$ cat src/esld_pkg.sv
// package of constants and carrier types for the ethernet status led driver
package esld_pkg;
  // system clock rate and period
  localparam int unsigned CLK_HZ = 20000000;
  localparam int unsigned CLK_PERIOD_NS = 50;
  // blink half period in milliseconds, count derived from the clock rate
  localparam int unsigned BLINK_HALF_MS = 50;
  localparam int unsigned BLINK_HALF_CYC = (CLK_HZ / 1000) * BLINK_HALF_MS;
  // sync depth for pin inputs
  localparam int unsigned SYNC_STAGES = 2;
  // reset value of every indicator (dark)
  localparam logic LED_OFF = 1'b1;
  localparam logic LED_ON = 1'b0;

  // status levels reported by the phy
  typedef struct packed {
    logic collision;
    logic link_up;
    logic rx_active;
    logic tx_active;
    logic full_duplex;
    logic speed_100;
  } esld_phy_status_t;

  // active-low indicator outputs
  typedef struct packed {
    logic collision_indicator_n;
    logic link_activity_indicator_n;
    logic duplex_indicator_n;
    logic speed_indicator_n;
    logic receive_activity_indicator_n;
  } esld_leds_t;
endpackage

$ cat src/esld_blink_gen.sv
// free-running divider producing the blink phase
`timescale 1ns/1ps
`default_nettype none
module esld_blink_gen #(
  parameter int unsigned HALF_CYC = 1000000
) (
  // clock and reset
  input wire logic sys_clk_i,
  input wire logic rst_b_i,
  // blink phase level and toggle pulse
  output logic phase_o,
  output logic tick_o
);
  localparam int unsigned CW = $clog2(HALF_CYC + 1);
  localparam logic [CW-1:0] LAST = CW'(HALF_CYC - 1);

  logic [CW-1:0] cnt;

  // count half periods and flip the phase at each wrap
  always_ff @(posedge sys_clk_i or negedge rst_b_i) begin
    if (!rst_b_i) begin
      cnt <= '0;
      phase_o <= 1'b0;
      tick_o <= 1'b0;
    end else if (cnt == LAST) begin
      cnt <= '0;
      phase_o <= ~phase_o;
      tick_o <= 1'b1;
    end else begin
      cnt <= cnt + CW'(1);
      tick_o <= 1'b0;
    end
  end
endmodule
`default_nettype wire

$ cat src/esld_led_driver.sv
// ethernet status led driver top: phy status to active-low leds
`timescale 1ns/1ps
`default_nettype none
module esld_led_driver
  import esld_pkg::*;
#(
  parameter int unsigned BLINK_HALF = esld_pkg::BLINK_HALF_CYC
) (
  // clock and reset
  input wire logic sys_clk_i,
  input wire logic rst_b_i,
  // phy status levels, asynchronous to sys_clk_i
  input wire esld_pkg::esld_phy_status_t phy_status_i,
  // led pins
  output esld_pkg::esld_leds_t leds_o
);
  import esld_pkg::*;

  typedef enum logic [2:0] {
    ESLD_DOWN = 3'b001,
    ESLD_IDLE = 3'b010,
    ESLD_BUSY = 3'b100
  } esld_link_state_t;

  esld_phy_status_t sync1;
  esld_phy_status_t sync2;
  esld_link_state_t link_state;
  esld_link_state_t next_link_state;
  logic phase;
  logic tick;
  // one flop per led pin, packed onto leds_o below
  logic coll_n;
  logic link_n;
  logic duplex_n;
  logic speed_n;
  logic rx_n;

  // two-flop synchroniser on all phy status inputs
  always_ff @(posedge sys_clk_i or negedge rst_b_i) begin
    if (!rst_b_i) begin
      sync1 <= '0;
      sync2 <= '0;
    end else begin
      sync1 <= phy_status_i;
      sync2 <= sync1;
    end
  end

  esld_blink_gen #(
    .HALF_CYC(BLINK_HALF)
  ) u_blink (
    .sys_clk_i(sys_clk_i),
    .rst_b_i(rst_b_i),
    .phase_o(phase),
    .tick_o(tick)
  );

  // link state decode
  always_comb begin
    next_link_state = ESLD_DOWN;
    if (sync2.link_up && (sync2.rx_active || sync2.tx_active)) begin
      next_link_state = ESLD_BUSY;
    end else if (sync2.link_up) begin
      next_link_state = ESLD_IDLE;
    end
  end

  always_ff @(posedge sys_clk_i or negedge rst_b_i) begin
    if (!rst_b_i) begin
      link_state <= ESLD_DOWN;
    end else begin
      link_state <= next_link_state;
    end
  end

  always_ff @(posedge sys_clk_i or negedge rst_b_i) begin
    if (!rst_b_i) begin
      coll_n <= LED_OFF;
    end else begin
      coll_n <= ~sync2.collision;
    end
  end

  always_ff @(posedge sys_clk_i or negedge rst_b_i) begin
    if (!rst_b_i) begin
      link_n <= LED_OFF;
    end else begin
      case (link_state)
        ESLD_DOWN: begin
          link_n <= LED_OFF;
        end
        ESLD_IDLE: begin
          link_n <= LED_ON;
        end
        ESLD_BUSY: begin
          link_n <= phase;
        end
        default: begin
          link_n <= LED_OFF;
        end
      endcase
    end
  end

  always_ff @(posedge sys_clk_i or negedge rst_b_i) begin
    if (!rst_b_i) begin
      duplex_n <= LED_OFF;
      speed_n <= LED_OFF;
    end else begin
      duplex_n <= ~sync2.full_duplex;
      speed_n <= ~sync2.speed_100;
    end
  end

  always_ff @(posedge sys_clk_i or negedge rst_b_i) begin
    if (!rst_b_i) begin
      rx_n <= LED_OFF;
    end else if (sync2.rx_active) begin
      rx_n <= phase;
    end else begin
      rx_n <= LED_OFF;
    end
  end

  // pins straight from the led flops, one driver for the port
  assign leds_o = '{
    collision_indicator_n: coll_n,
    link_activity_indicator_n: link_n,
    duplex_indicator_n: duplex_n,
    speed_indicator_n: speed_n,
    receive_activity_indicator_n: rx_n
  };
endmodule
`default_nettype wire

$ cat config.mk
export PLATFORM = sky130hd
export DESIGN_NAME = esld_led_driver
export DESIGN_NICKNAME = d
export VERILOG_FILES = /design/src/esld_pkg.sv /design/src/esld_blink_gen.sv /design/src/esld_led_driver.sv
export SDC_FILE = /design/constraint.sdc
export NUM_CORES = 1
export LEC_CHECK = 0
export BUFFER_PORTS_ARGS = -buffer_cell sky130_fd_sc_hd__buf_2
export CORE_MARGIN = 2
export CORE_UTILIZATION = 45
export DETAILED_ROUTE_END_ITERATION = 7
export GPL_TIMING_DRIVEN = 0
export SYNTH_ARGS = -nofsm -noshare
export SYNTH_HDL_FRONTEND = slang
export SYNTH_SLANG_ARGS = --single-unit
export TNS_END_PERCENT = 10
$ cat constraint.sdc
create_clock -name sys_clk_i -period 2.45 [get_ports sys_clk_i]
set_clock_uncertainty 0.2 [all_clocks]
set_input_delay 0.1225 -clock sys_clk_i [delete_from_list [all_inputs] [get_ports sys_clk_i]]
set_output_delay 0.1225 -clock sys_clk_i [all_outputs]
set_load 0.01 [all_outputs]
# ---- After elaboration in Yosys (flattened, before gate mapping)
# Cells that the tools add are included.
# Widths: inputs -> output; s select.
dict set report totals {
  regBits 41
  latch_bits 0
  ramBits 0
  romBits 0
  in_bits 8
  output_inout_bits 5
  elab_cells 35
  memories 0
}
dict set report op_classes {
  add_sub_neg 1
  multipliers 0
  div 0
  order_cmp 0
  n_eq_ne 3
  shifts 0
  muxes 5
  bitwise 4
  n_reduce_logical 2
}
# cell n
set ops {}
lappend ops {{$add 20x1->20 const B} 1}
lappend ops {{$eq 20x20->1 const B} 1}
lappend ops {{$mux 20} 1}
lappend ops {{$not 1->1} 4}
lappend ops {{$eq 3x2->1 const B} 1}
lappend ops {{$eq 3x3->1 const B} 1}
lappend ops {{$mux 3} 1}
lappend ops {{$mux 2} 1}
lappend ops {{$pmux 1 s2} 1}
lappend ops {{$logic_and 1x1->1} 1}
lappend ops {{$logic_or 1x1->1} 1}
lappend ops {{$mux 1} 1}

# ---- Depth between registers and ports, before layout
dict set report depth {
  word_depth 3
  depth_mapped 5
  depth_no_buf 5
}

# ---- Cells and area by module
# From an unflattened synthesis, not the netlist that was laid out.
dict set report hier_totals {
  hier_cells 129
  area_unflattened_um2 1612.8
}
# module instances cells_per_inst area_per_inst_um2 seq_area_each_um2
set modules_own_cells {}
lappend modules_own_cells {esld_blink_gen 1 93 1007.2 550.5}
lappend modules_own_cells {esld_led_driver 1 36 605.6 508.0}

# ---- Worst setup path before layout
# Ideal clock, no wire load.
dict set report synth_path {
  kind {register -> register}
  from {reg u_blink.cnt[7]}
  to {reg u_blink.phase_o}
  setup_time_ps 75
  arrival_time_ps 1900
  t_required_ps 2175
  setup_slack_ps 275
  stages_incl_launch_ff 6
  n_path_buf 1
  synth_period_minus_slack_ps 2175
  path_cell_list {dfrtp_1 -> or4_1 -> or4_4 -> nor3_2 -> buf_6 -> xor2_2}
}
dict set report synth_via {
  elab_chain_cells 1
}
# element line
set synth_rtl {}
lappend synth_rtl {{from (decl)} esld_blink_gen.sv:17} ;# logic [CW-1:0] cnt;
lappend synth_rtl {{from (signal assigned)} esld_blink_gen.sv:30} ;# cnt <= cnt + CW'(1);
lappend synth_rtl {{$eq 20x20->1} esld_blink_gen.sv:25} ;# end else if (cnt == LAST) begin
lappend synth_rtl {{to (signal assigned)} esld_blink_gen.sv:27} ;# phase_o <= ~phase_o;
lappend synth_rtl {{to (decl)} esld_blink_gen.sv:11} ;# output logic phase_o,
# No other way between the ends.
# A chain may end at the register's enable or synchronous reset.

# ---- Final worst setup path
# Ends and elaborated chain as after synthesis.

==> results <==
- TritonCTS built the clock tree.
- Setup repair after global routing left no endpoint under its margin.
- After detailed routing, the average wire length per cell comes to 12.38 µm.
- The first global-routing pass estimated 4.388 mm of wire.
- The signal arrival time at the worst endpoint is 2.43 ns.
- 13 I/O pins were placed.
- The detail-routed via count per cell is 4.940.
- The storage element area is 1033 µm².
- The post-synth design cell area is 1585 µm².
- The maximum number of pins on one net before global-route repair is 42.
- In this run the worst setup path begins at u_blink.cnt[7]$_DFF_PN0_.
- Sequential cells were found to cover 65.19% of the synthesized design area.
- For the worst flop-to-flop path, the logic depth is 5.
- After synthesis, the largest family of logic cells by area is simple AND/OR/NAND/NOR gates.
- The number of antenna violations at the first check in global routing is 0.
- Max-cap violations in this run came to 0.
- In this run the mean area of a mapped cell was 12.58 µm².
- Setup violations remaining at the end of the flow were counted as 0.
- The cell sitting at the root of the clock tree is a clkbuf_4.
- The top cell types in the final layout, fill and taps aside, are 35 x dfrtp_1, 12 x buf_2, 8 x nor2_1.
- The number of levels the H-tree was split into is 2.
- Before CTS, the worst setup slack after placement is 0.1065 ns.
- Synthesis produced a netlist with a net count of 135.
- The run finished with clean final reports.
- The synthesized netlist devotes 8.208% of its cell area to XOR and XNOR gates.
- The multiplexer share of the synthesized area is 0%.
- In this run, placement finished with an instance count of 184.
- Dividing the final minimum period by the clock period gives 95.56%.
- The count of endpoints failing hold in the final timing report came to 0.
- The count of vias placed by the detailed router is 983.
- STA classifies the critical path endpoint as a register.
- For the pin with the worst max-slew slack, the measured transition is 0.8609 ns.
- Summing all placed instances gives a cell area of 1703 µm².
- During synthesis, Yosys emitted a total of 0 warnings.
- Of the post-synthesis cell area, the dominant cell type holds 55.25%.
- The highest fanout seen on the critical path is 10.
- The detailed router finished its first iteration with 28 violations.
- For this design the ratio of total power to cell area is 635.2 nW/µm².
- The leakage power of the design is 0.8539 nW.
- The count of non-filler cells in the finished layout is 199.
- Buffers inserted to repair hold after CTS numbered 7.
- The horizontal die dimension is 63.36 µm.
- The number of buffers inserted by port buffering is 12.
- The number of synthesized register bits is 41.
- The floorplan step defined a core boundary enclosing 3363 µm².
- Post-CTS timing repair inserted 0 buffers for setup.
- IR analysis of the VDD net gives a maximum drop of 0.3866 mV.
- In the synthesized netlist, the number of instances is 126.
- The number of clock buffers inserted by TritonCTS is 5.
- Yosys attributes the largest share of cell area to dfrtp_1 55%, dfstp_2 9.9%, xnor2_1 3.9%.
- The critical path is of the register to register type.
- The smallest setup slack after layout is 0.1087 ns.
- The overall global routing resource usage is 14.62%.
- STA classifies the critical path startpoint as a register.
- Adding up every negative setup slack in the final design gives 0 ns.
- No sink is reached through more buffers than the 2 on the longest clock path.
- Detailed placement ended at an HPWL of 1.637 mm.
- Of the total synthesized cell area, the portion taken by full adders, half adders and majority gates is 0.7893%.
- The clock edge transition at the registers on the reported setup and hold paths is 0.12 ns.
- The post-route DRC violation count is 0.
- The relative slew slack is 42.61%.
- The most common cell after layout, fill and taps aside is dfrtp_1.
- The final hold slack is 0.1574 ns.
- The clock drives 41 sinks.
- The upper clock frequency limit is 427.1 MHz.
- The complex-gate fraction of the synthesized area is 3.788%.
- The cell row count is 21.
- For this configuration, the core starts out at a cell density of 47.14%.
- Summing the areas of all and, or, nand and nor instances in the mapped netlist gives 17.28% of the synthesized area.
- The die is 63.36 µm tall.
- 0 antenna diodes ended up in the layout.
- The worst hold path belongs to the class register to register.
- The layout has 322 filler cells.
- The distinct cell type count of the synthesized netlist is 32.
- Gates resized during post-CTS repair numbered 0.
- The detail route stage leaves a number of antenna-violating nets equal to 0.
- The final weighted congestion of routability-driven global placement is 0.7862.
- For the worst setup path, the data required time is 2.54 ns.
- The total wire length is 2.464 mm.
- The total die area is 4014 µm².
- Counting instances, the worst hold path has a depth of 1.
- At the later pin of the worst-skew pair, clock insertion delay measures 0.35 ns.
- The share of final-layout standard cells stronger than drive strength 1 is 23.53%.
- The net count of the finished layout is 161.
- The post-layout minimum cycle time is 2.341 ns.
- The first TritonRoute pass finished after 4 iterations.
- After global routing the overflow that remains totals 0.
- The library cell with the largest summed area after synthesis is dfrtp_1.
- The growth of design area from synthesis to finish is 16.65%.
- The worst hold path begins at sync2[0]$_DFF_PN0_.
- The number of global-route vias before repair is 1,021.
- The area of the multi-input gates is 476.7 µm².
- Once layout is done, the placed cells without fillers occupy 1849 µm².
- The worst register-to-register path begins at u_blink.cnt[7]$_DFF_PN0_.
- The count of pins over their slew limit was 0.
[final timing paths]
kind,endpoint,slack [ns]
worst max-delay path,u_blink.phase_o$_DFFE_PN0N_,0.11
worst min-delay path,speed_n$_DFF_PN1_,0.16
worst max register to register,u_blink.phase_o$_DFFE_PN0N_,0.11
worst min register to register,speed_n$_DFF_PN1_,0.16
max in group asynchronous,link_state[2]$_DFF_PN0_,1.30
min in group asynchronous,u_blink.cnt[15]$_DFF_PN0_,0.20
[per-layer routing]
metal / global-route usage (%) / part of all wire, % / up-vias
li1: - / - / 475
met1: 17.77 / 45 / 484
met2: 22.76 / 47 / 19
met3: 5.000 / 4.9 / 5
met4: 8.152 / 2.5 / 0
met5: 0 / 0 / -
[area by class of cell]
type / instances / area share (%)
buffer: 8 / 3.045
clock buffer: 6 / 2.233
clock inverter: 2 / 1.894
inverter: 5 / 1.015
multi-input combinational: 72 / 25.78
sequential: 41 / 55.89
tap: 46 / 3.112
timing repair buffer: 19 / 7.037
[registers in the layout, indices dropped and copies added, names as in the netlist]
name             count
u_blink.phase_o      1
sync1                6
sync2                6
coll_n               1
speed_n              1
duplex_n             1
link_n               1
rx_n                 1
link_state           3
u_blink.cnt         20
[power by group]
part	leakage (nW)	switching (W)	internal [W]	total, W
combinational	0.304	0.0000220	0.0000218	0.0000438
clock	0.0422	0.000215	0.000214	0.000428
sequential	0.508	0.00000506	0.000697	0.000702
total	0.854	0.000242	0.000933	0.00117
[worst max-delay path: stages, from the launching register on]
cell and delay (ns):
dfrtp_1 0.47, or4_1 0.55, or4_4 0.53, nor3_2 0.21, buf_6 0.18, xor2_2 0.13
[stage by stage]
step | power (W) | utilization, %
floorplan | 0.0007275 | -
global placement | 0.0007505 | 50.63
detailed placement | 0.0007523 | 50.63
CTS | 0.001191 | 54.99
global route | 0.001222 | 54.99
finish | 0.001175 | 54.99
[kinds of logic (layout without fill, tap and decap cells)]
| logic type | after synthesis | after routing |
|---|---|---|
| buffers and inverters | 13 | 40 |
| XOR/XNOR | 14 | 14 |
| flip-flops | 41 | 41 |
| adder cells (fa/ha/maj) | 1 | 1 |
| AND/OR/NAND/NOR | 47 | 47 |
| AO/OA/AOI/OAI | 10 | 10 |
[Yosys cell counts, drive strengths merged]
library cell / instances
ha: 1
nor2: 8
o21bai: 1
nor2b: 1
or2b: 1
nand3: 5
o21ai: 2
nand2b: 1
nand4: 6
or4: 5
and4: 1
nor3: 3
xor2: 7
and2b: 1
nand2: 7
dfrtp: 35
or4b: 1
xnor2: 7
or3: 1
nor3b: 1
a21oi: 4
dfstp: 6
o31ai: 3
clkbuf: 2
buf: 6
and3: 5
inv: 5
No activity file was read; power rests on OpenSTA's default activity.
